===== src/core/pefs_pkg.sv =====
// package for the port e function select block: offsets, fields, mode codes
// assumes a byte-wide register port and mode code from the mode logic
package pefs_pkg;
   // ***************************************************
   // register map
   // ***************************************************
   localparam logic [9:0] PEFS_ASSIGN_OFF = 10'h00A;
   localparam int PEFS_NOACC_BIT = 7;
   localparam int PEFS_PIPE_BIT = 5;
   localparam int PEFS_ECLK_DIS_BIT = 4;
   localparam int PEFS_LOW_BYTE_STROBE_BIT = 3;
   localparam int PEFS_RDWR_BIT = 2;
   localparam logic [7:0] PEFS_IMPL_MASK = 8'hBC;
   // ***************************************************
   // operating modes and reset values
   // ***************************************************
   typedef enum logic [2:0] {
      PEFS_SPECIAL_SINGLE,
      PEFS_SPECIAL_TEST,
      PEFS_PERIPHERAL,
      PEFS_EMUL_NARROW,
      PEFS_EMUL_WIDE,
      PEFS_NORMAL_SINGLE,
      PEFS_NORMAL_NARROW,
      PEFS_NORMAL_WIDE
   } pefs_mode_e;
   localparam logic [7:0] PEFS_RST_ZERO = 8'h00;
   localparam logic [7:0] PEFS_RST_TEST = 8'h2C;
   localparam logic [7:0] PEFS_RST_EMUL = 8'hAC;
   localparam logic [7:0] PEFS_RST_NSINGLE = 8'h10;
   localparam logic [7:0] PEFS_RESET_Q = 8'h00;
endpackage


===== src/core/pefs_pin_mux.sv =====
// per-pin select between general-purpose i/o and a bus control signal
// assumes control values and enables arrive from the bus controller
`timescale 1ns/1ps
module pefs_pin_mux
   import pefs_pkg::*;
#(
   parameter int WIDTH = 8
)
(
   input wire logic [WIDTH-1:0] alt_sel,
   input wire logic [WIDTH-1:0] alt_out,
   input wire logic [WIDTH-1:0] alt_oe,
   input wire logic [WIDTH-1:0] gpio_out,
   input wire logic [WIDTH-1:0] port_e_direction_bits,
   output logic [WIDTH-1:0] pin_out,
   output logic [WIDTH-1:0] pin_oe
);
   // a zero-wide mux has nothing to select
   if (WIDTH < 1)
   begin : g_bad_width
      $error("width must be positive");
   end
   // RQ5: direction overridden
   assign pin_out = (alt_sel & alt_out) | (~alt_sel & gpio_out);
   assign pin_oe = (alt_sel & alt_oe) | (~alt_sel & port_e_direction_bits);
endmodule


===== src/core/pefs_top.sv =====
// port e function assignment register and port e pin multiplexer
// assumes mode code is stable from reset release; pins synchronous to mclk
// limitation: every implemented bit is writable in each mapped mode
// Behaviour
// RQ1: reset value chosen by operating mode
// RQ2: normal single chip: all pins gpio
// RQ3: normal expanded: only e clock enabled
// RQ4: test and emulation: control signals after reset
// RQ5: selected function overrides direction bit
// RQ6: register readable whenever in the map
// RQ7: absent from map in expanded, peripheral
// RQ8: register at offset 0x000A of block
// RQ9: software enables extra signals before use
// RQ10: bit layout; bits 6,1,0 read zero
// RQ11: unimplemented writes ignored; permitted updates only
`timescale 1ns/1ps
module pefs_top
   import pefs_pkg::*;
(
   input wire logic mclk,
   input wire logic reset,
   input wire logic [2:0] op_mode,
   input wire logic [9:0] reg_addr,
   input wire logic [7:0] reg_wdata,
   input wire logic reg_wr,
   input wire logic reg_rd,
   output logic [7:0] reg_rdata,
   output logic reg_external,
   input wire logic [7:0] alt_out,
   input wire logic [7:0] alt_oe,
   input wire logic [7:0] gpio_out,
   input wire logic [7:0] port_e_direction_bits,
   output logic [7:0] pin_out,
   output logic [7:0] pin_oe,
   output logic no_access_cycle_out_en,
   output logic pipe_status_out_en,
   output logic bus_clock_out_en,
   output logic low_byte_strobe_en,
   output logic read_write_out_en
);
   // ***************************************************
   // state
   // ***************************************************
   typedef struct packed {
      logic [7:0] port_e_function_assign;
      logic loaded;
      logic [7:0] rdata;
   } pefs_state_s;

   pefs_state_s st_q;
   pefs_state_s st_d;
   logic [7:0] sel;
   logic in_map;
   logic hit;
   logic wr_take;
   logic rd_take;

   // RQ1: mode reset value
   function automatic logic [7:0] mode_reset(input logic [2:0] m);
      case (pefs_mode_e'(m))
         PEFS_SPECIAL_TEST: mode_reset = PEFS_RST_TEST;
         PEFS_EMUL_NARROW,
         PEFS_EMUL_WIDE: mode_reset = PEFS_RST_EMUL;
         PEFS_NORMAL_SINGLE: mode_reset = PEFS_RST_NSINGLE;
         // special single, peripheral and normal expanded start all clear
         PEFS_SPECIAL_SINGLE,
         PEFS_PERIPHERAL,
         PEFS_NORMAL_NARROW,
         PEFS_NORMAL_WIDE: mode_reset = PEFS_RST_ZERO;
         default: mode_reset = PEFS_RST_ZERO;
      endcase
   endfunction

   // RQ7: map presence
   function automatic logic mapped(input logic [2:0] m);
      case (pefs_mode_e'(m))
         PEFS_SPECIAL_SINGLE,
         PEFS_SPECIAL_TEST,
         PEFS_NORMAL_SINGLE: mapped = 1'h1;
         default: mapped = 1'h0;
      endcase
   endfunction

   // one strobe taken at the register slot while the register is mapped
   function automatic logic take(input logic strobe, input logic slot, input logic live);
      take = strobe & slot & live;
   endfunction

   // ***************************************************
   // elaboration checks
   // ***************************************************
   // a reset image with a reserved bit set would store it there, though reads mask it to zero
   if ((PEFS_RST_TEST & ~PEFS_IMPL_MASK) != 8'h00)
   begin : g_bad_rst_test
      $error("test reset image sets reserved bits");
   end
   if ((PEFS_RST_EMUL & ~PEFS_IMPL_MASK) != 8'h00)
   begin : g_bad_rst_emul
      $error("emulation reset image sets reserved bits");
   end
   if ((PEFS_RST_NSINGLE & ~PEFS_IMPL_MASK) != 8'h00)
   begin : g_bad_rst_nsingle
      $error("single chip reset image sets reserved bits");
   end
   if (PEFS_RST_ZERO != 8'h00)
   begin : g_bad_rst_zero
      $error("zero reset image is not zero");
   end
   // every enable field must sit on an implemented bit
   if (PEFS_IMPL_MASK[PEFS_NOACC_BIT] != 1'h1)
   begin : g_bad_noacc
      $error("no access field outside the mask");
   end
   if (PEFS_IMPL_MASK[PEFS_PIPE_BIT] != 1'h1)
   begin : g_bad_pipe
      $error("pipe status field outside the mask");
   end
   if (PEFS_IMPL_MASK[PEFS_ECLK_DIS_BIT] != 1'h1)
   begin : g_bad_eclk
      $error("e clock field outside the mask");
   end
   if (PEFS_IMPL_MASK[PEFS_LOW_BYTE_STROBE_BIT] != 1'h1)
   begin : g_bad_low_byte_strobe
      $error("low strobe field outside the mask");
   end
   if (PEFS_IMPL_MASK[PEFS_RDWR_BIT] != 1'h1)
   begin : g_bad_rdwr
      $error("read write field outside the mask");
   end
   // five enables and no more, so bits 6, 1 and 0 stay read-as-zero
   if ($countones(PEFS_IMPL_MASK) != 5)
   begin : g_bad_mask
      $error("implemented mask must hold five bits");
   end

   // ***************************************************
   // register access
   // ***************************************************
   assign in_map = mapped(op_mode);
   // RQ8: address decode
   assign hit = (reg_addr == PEFS_ASSIGN_OFF);
   // RQ7: echoed externally
   assign reg_external = hit & ~in_map & (reg_wr | reg_rd);
   // RQ11: only taken strobes touch storage
   assign wr_take = take(reg_wr, hit, in_map);
   assign rd_take = take(reg_rd, hit, in_map);

   always_comb
   begin
      st_d = st_q;
      // read data idles at zero so an or-combined read bus stays clean
      st_d.rdata = 8'h00;
      // strap is caught on the first clock after release, not in reset
      if (!st_q.loaded)
      begin
         // RQ1: mode dependent load
         st_d.port_e_function_assign = mode_reset(op_mode);
         st_d.loaded = 1'b1;
      end
      else if (wr_take)
      begin
         // RQ11: mask reserved bits
         st_d.port_e_function_assign = reg_wdata & PEFS_IMPL_MASK;
      end
      if (rd_take)
      begin
         // RQ6: read anytime
         st_d.rdata = st_q.port_e_function_assign & PEFS_IMPL_MASK;
      end
   end

   // reset clears only; the mode image waits one clock, as the branch takes constants
   always_ff @(posedge mclk or posedge reset)
   begin
      if (reset)
      begin
         st_q <= '0;
      end
      else
      begin
         st_q <= st_d;
      end
   end

   assign reg_rdata = st_q.rdata;

   // ***************************************************
   // pin selects
   // ***************************************************
   // RQ10: field positions
   assign no_access_cycle_out_en = st_q.port_e_function_assign[PEFS_NOACC_BIT];
   assign pipe_status_out_en = st_q.port_e_function_assign[PEFS_PIPE_BIT];
   assign low_byte_strobe_en = st_q.port_e_function_assign[PEFS_LOW_BYTE_STROBE_BIT];
   assign read_write_out_en = st_q.port_e_function_assign[PEFS_RDWR_BIT];
   // RQ2: e clock off after reset in normal single chip; special single chip starts with it on
   // RQ3: e clock on by default otherwise
   assign bus_clock_out_en = st_q.loaded & ~st_q.port_e_function_assign[PEFS_ECLK_DIS_BIT];

   // pin map: 7 noacc, 6,5 pipe, 4 e clock, 3 low_byte_strobe, 2 r/w, 1,0 gpio only
   // RQ4: control pins selected
   assign sel[7] = no_access_cycle_out_en;
   // both pipe status pins follow one enable bit
   assign sel[6] = pipe_status_out_en;
   assign sel[5] = pipe_status_out_en;
   assign sel[4] = bus_clock_out_en;
   assign sel[3] = low_byte_strobe_en;
   assign sel[2] = read_write_out_en;
   // pins 1 and 0 have no control function
   assign sel[1:0] = 2'h0;

   // ***************************************************
   // pin multiplexer
   // ***************************************************
   // RQ5: direction overridden
   pefs_pin_mux #(.WIDTH(8)) u_mux (
      .alt_sel(sel),
      .alt_out(alt_out),
      .alt_oe(alt_oe),
      .gpio_out(gpio_out),
      .port_e_direction_bits(port_e_direction_bits),
      .pin_out(pin_out),
      .pin_oe(pin_oe)
   );
endmodule


===== config.mk =====
export PLATFORM = sky130hd
export DESIGN_NAME = pefs_top
export DESIGN_NICKNAME = d
export VERILOG_FILES = /design/src/core/pefs_pkg.sv /design/src/core/pefs_pin_mux.sv /design/src/core/pefs_top.sv
export SDC_FILE = /design/constraint.sdc
export NUM_CORES = 1
export LEC_CHECK = 0
export BUFFER_PORTS_ARGS = -buffer_cell sky130_fd_sc_hd__buf_2
export CORE_ASPECT_RATIO = 1.2
export CORE_MARGIN = 2
export CORE_UTILIZATION = 23
export CTS_CLUSTER_SIZE = 20
export DETAILED_ROUTE_END_ITERATION = 6
export RECOVER_POWER = 100
export SLEW_MARGIN = 20
export SYNTH_ARGS = -nofsm -noshare
export SYNTH_HDL_FRONTEND = slang
export SYNTH_SLANG_ARGS = --single-unit

===== constraint.sdc =====
create_clock -name mclk -period 2.5 [get_ports mclk]
set_input_delay 0.5 -clock mclk [delete_from_list [all_inputs] [get_ports mclk]]
set_output_delay 0.5 -clock mclk [all_outputs]
set_load 0.03 [all_outputs]

-- After elaboration in Yosys (flattened, before gate mapping)
Memories as Yosys holds them, arrays and structs flattened.
Index checks and enable logic that the tools add are counted.
Widths: inputs -> output; s select.
- eq/ne operators: 4
- multiplexer cells: 4
- bitwise operators: 17
- reduce and logical (&&, ||, !) cells: 2
- operator list (kind ; count):
    $and 8x8->8 ; 4
    $mux 8 ; 3
    $or 8x8->8 ; 2
    $eq 10x4->1 const B ; 1
    $not 8->8 ; 1
    $and 1x1->1 ; 7
    $eq 3x1->1 const B ; 1
    $eq 3x3->1 const B ; 1
    $logic_not 3->1 ; 1
    $reduce_or 3->1 ; 1
    $ne 2x1->1 const B ; 1
    $not 1->1 ; 2
    $mux 1 ; 1
    $or 1x1->1 ; 1
- bits in registers: 17
- bits in read-only memories: 40
- output and inout port bits: 30
- memories: 1
- memories (memory ; depth ; width ; read ports ; clocked after Yosys merged registers in ; wr ports ; line ; RTL):
    (no name shown) ; 8 ; 5 ; 1 ; 0 ; 0 ; pefs_top.sv:60 ; case (pefs_mode_e'(m))

-- Longest topological paths before layout
- depth in word-level cells: 6
- gate-level depth with buffers: 4
- mapped depth without buffers: 4

-- Hierarchy
A second synthesis with hierarchy kept.
- cells, all modules: 77
- area total of the unflattened synthesis: 865.8 um^2
- by module, submodules not included (module ; instances ; cells an instance ; area an instance (um^2)):
    pefs_top ; 1 ; 61 ; 633.1
    pefs_pin_mux ; 1 ; 16 ; 232.7

-- Worst setup path after synthesis
OpenSTA, ideal clock, no wires.
- path kind: reg-to-output
- start point: register st_q[8] in the netlist's numbering
- end point: output port pin_oe[4]
- data arrival time: 1689 ps
- data required time: 2000 ps
- setup slack: 311 ps
- cell stages (with the launch flop): 4
- path through: dfrtp_1 -> clkbuf_1 -> nor2b_1 -> mux2_2
- word-level cells in the longest chain between the ends: 4
- elaborated cells on any way between the ends: 5
- those cells by class: 5 x bitwise
- ends and longest elaborated chain (item ; line ; RTL):
    from (decl) ; pefs_top.sv:50 ; pefs_state_s st_q;
    from (signal assigned) ; pefs_top.sv:181 ; st_q <= st_d;
    $and 1x1->1 (*) ; pefs_top.sv:197 ; assign bus_clock_out_en = st_q.loaded & ~st_q.port_e_function_assign[PEFS_ECLK_DIS_BIT];
    named net bus_clock_out_en ; pefs_top.sv:37 ; output logic bus_clock_out_en,
    $not 8->8 ; pefs_pin_mux.sv:25 ; assign pin_oe = (alt_sel & alt_oe) | (~alt_sel & port_e_direction_bits);
    $and 8x8->8 ; pefs_pin_mux.sv:25 ;
    $or 8x8->8 (*) ; pefs_pin_mux.sv:25 ;
    to (decl) ; pefs_top.sv:34 ; output logic [7:0] pin_oe,
Mark *: on every way through the listed nets, which the timed path passes. The rest lies on a longest branch.

-- Final worst setup path
- start point: input port reg_addr[5]
- end point: output port reg_external
- word-level cells in the longest chain between the ends: 3
- ends and longest elaborated chain (item ; line ; RTL):
    from (decl) ; pefs_top.sv:23 ; input wire logic [9:0] reg_addr,
    $eq 10x4->1 ; pefs_top.sv:141 ; assign hit = (reg_addr == PEFS_ASSIGN_OFF);
    $and 1x1->1 (2 in series) ; pefs_top.sv:143 ; assign reg_external = hit & ~in_map & (reg_wr | reg_rd);
    to (decl) ; pefs_top.sv:28 ; output logic reg_external,
Every way passes these cells.

==> impl_metrics.tcl <==
set metrics [dict create \
    r2r_end "st_q[13]" \
    numClockSinks 11 \
    postLayoutCellArea_mm2 0.001089 \
    floorplan.core_area_mm2 0.003309 \
    synth.yosys.seq_area_share_pct 34.81 \
    crit_path_cell_trace "buf_2, nor4_1, nand4b_2, nor2_1, clkbuf_1" \
    total_via_count_after_detailed_routing 739 \
    grt_setup_unrepaired "false" \
    timing.final.crit_share_pct 85.24 \
    cpMaxStageDelayCell "sky130_fd_sc_hd__nor4_1" \
    final-max-slew-violation-count 0 \
    post_cts_hold_buffer_count 0 \
    synthCells 75 \
    final_layout_size_suffix_gt1_share_pct 47.06 \
    reg2reg_setup_slack_ns 1.29 \
    timing.clock.skew_ns 0.0006180 \
    yosysWarnings 0 \
    die_height_um 68.23 \
    slowest_delay_ns 0.37 \
    status "completed" \
    crit_path_dat_ns 1.63 \
    path_depth 5 \
    timing.reg2reg.worst_path_depth 2 \
    grt-ovfl-total 0 \
    layout.nets 194 \
    wl_per_cell_um 11.41 \
    fill_cells 358 \
    synth_seq_cells 11 \
    crit-reg2reg-launch "st_q[8]" \
    ctsLongestPathBuffers 2 \
    ys_dominant_reg_cell "sky130_fd_sc_hd__dfrtp_1" \
    first_global_vias 766 \
    netlist_area_pre_place_um2 790.8 \
    wp_buf_inv 2 \
    timing.critical_path.fanout_max 3 \
    path_delay_family "simple AND/OR/NAND/NOR gates" \
    antennaDiodeCount 0 \
    crit_start "reg_addr[5]" \
    cell_type_with_the_highest_aggregate_area_in_the_netlist "sky130_fd_sc_hd__dfrtp_1" \
    ant_nets 0 \
    drc_violation_count_after_routing 0 \
    ctsRootBufferMaster "sky130_fd_sc_hd__clkbuf_8" \
    hold_class "in2async" \
    postSynth.asyncResetShare_pct 100.0 \
    initial_core_util_pct 23.89 \
    relSlewSlack_pct 46.05 \
    total_leakage_power_nw 0.5494 \
    post_synth_most_frequent_cells "12 x sky130_fd_sc_hd__buf_4, 12 x sky130_fd_sc_hd__mux2_2, 11 x sky130_fd_sc_hd__dfrtp_1" \
    insertion_delay_ns 0.23 \
    all_layer_gr_usage_pct 10.12 \
    grt_pass1_wl_um 3132 \
    setup_viol 0 \
    period_minus_slack_ns 2.131 \
    worst_hold_slack_ns 0.2398 \
    clkTransAtPathRegs_ns 0.05 \
    power_density_mw_per_mm2 525.7 \
    max_cap_viol_count 0 \
    startpoint_type "input pin" \
    synthesis.area_per_instance_um2 10.54 \
    path_class "in2out" \
    timing.fmax_mhz 469.3 \
    drt-vias-per-instance 4.272 \
    synth_top_area_share_pct 34.81 \
    buffer_ports.inserted 68 \
    detailedRoute.firstPassIterationCount 4 \
    hold_violations 0 \
    worst_path_required_time_ns 2.00 \
    cts_post_setup_buffers_inserted 0 \
    htreeDepth 1 \
    io-pin-count 87 \
    hpwl_dp_um 1723 \
    dieWidth_um 57.53 \
    tritoncts "yes" \
    fp.dieArea_mm2 0.003925 \
    end_kind "primary output" \
    place.gp.congestion 0.6876 \
    crit_end "reg_external" \
    synth_enable_flop_cells 0 \
    worstMarginPinSlew_ns 0.8005 \
    dpl-instance-area_mm2 0.001091 \
    drt_first_iter_violations 9 \
    post_cts.resized_instances 0 \
    number_of_antenna_violations_at_the_first_check_in_global_routing 0 \
    yosys.cell_types.count 23 \
    area_delta_synth_final_pct 37.66 \
    fin_tns_setup_ns 0 \
    fp-row-count 23 \
    cts_inserted_buffers 3 \
    drt-total-wl_um 1974 \
    irDropWorstVdd_mv 0.2261 \
    pin_count_of_the_biggest_net_entering_global_routing 12 \
    synth.top_cells.by_area "sky130_fd_sc_hd__dfrtp_1 35%, sky130_fd_sc_hd__mux2_2 17%, sky130_fd_sc_hd__buf_4 11%" \
]
## logic make-up (layout without fill, tap and decap cells)
family          after synthesis  count (layout)  share of synthesized area [%]
other cells                   2               4                         0.9497
mux                          17              17                          24.05
buf+inv                      19              78                          14.71
flops                        11              11                          34.81
compound gates                9               9                          8.703
simple gates                 17              17                          16.77
## worst min-delay path by stage
stage / endpoint / cells after the start / slack, ns
floorplan: low_byte_strobe_en / 1 / 0.35
global placement: reg_rdata[3] / 2 / 0.50
detailed placement: reg_rdata[2] / 2 / 0.50
CTS: reg_rdata[7] / 2 / 0.25
global route: pipe_status_out_en / 2 / 0.29
finish: reg_rdata[2] / 2 / 0.24
## per-layer routing
| layer | track usage, % | up-vias | share of wire [%] |
|---|---|---|---|
| li1 | - | 363 | - |
| met1 | 9.862 | 331 | 32 |
| met2 | 20.45 | 41 | 56 |
| met3 | 3.025 | 4 | 9.9 |
| met4 | 2.616 | 0 | 1.8 |
| met5 | 0 | - | 0 |
## cell usage in the layout (no fill, tap or decap)
master,n
sky130_fd_sc_hd__a21oi_1,6
sky130_fd_sc_hd__and2_0,5
sky130_fd_sc_hd__buf_2,44
sky130_fd_sc_hd__clkbuf_1,25
sky130_fd_sc_hd__clkbuf_8,3
sky130_fd_sc_hd__conb_1,4
sky130_fd_sc_hd__dfrtp_1,11
sky130_fd_sc_hd__inv_1,6
sky130_fd_sc_hd__mux2_2,12
sky130_fd_sc_hd__mux2_4,1
sky130_fd_sc_hd__mux2i_1,4
sky130_fd_sc_hd__nand2_1,1
sky130_fd_sc_hd__nand2b_1,1
sky130_fd_sc_hd__nand3b_1,2
sky130_fd_sc_hd__nand4b_2,1
sky130_fd_sc_hd__nor2_1,1
sky130_fd_sc_hd__nor2b_1,2
sky130_fd_sc_hd__nor4_1,1
sky130_fd_sc_hd__nor4b_1,1
sky130_fd_sc_hd__nor4b_2,1
sky130_fd_sc_hd__o21ai_0,1
sky130_fd_sc_hd__o22ai_1,1
sky130_fd_sc_hd__o41ai_2,1
sky130_fd_sc_hd__or3b_2,1
## per-stage QoR
| stage | setup WS, ns | utilization (%) | total power [mW] | std cells |
|---|---|---|---|---|
| 6_report | 0.3689 | 32.89 | 0.5722 | 173 |
| 5_1_grt | 0.2320 | 32.89 | 0.6047 | 173 |
| 4_1_cts | 0.3571 | 34.33 | 0.5895 | 173 |
| 3_5_place_dp | 0.4315 | 32.97 | 0.4142 | 169 |
| 3_3_place_gp | 0.4944 | 32.97 | 0.4093 | 169 |
| 2_1_floorplan | 0.3107 | - | 0.3533 | 77 |
## final cells by class
type                    count  area [um^2]  share of cell area (%)
inverters                   6        22.52                   2.069
flip-flops and latches     11        275.3                   25.29
clock buffers               4        45.04                   4.138
multi-input cells          47        389.1                   35.75
well taps                  37        46.29                   4.253
repair buffers             68        310.3                   28.51
## report_power, final
part	switching, mW	internal, mW
clock	0.0628	0.112
sequential	0.0170	0.189
combinational	0.117	0.0749
total	0.196	0.376
## sequential cells by signal, indices dropped and copies added (netlist names)
signal                  count
no_access_cycle_out_en      1
low_byte_strobe_en          1
read_write_out_en           1
pipe_status_out_en          1
st_q                        2
reg_rdata                   5
No activity file was read; power rests on OpenSTA's default activity.
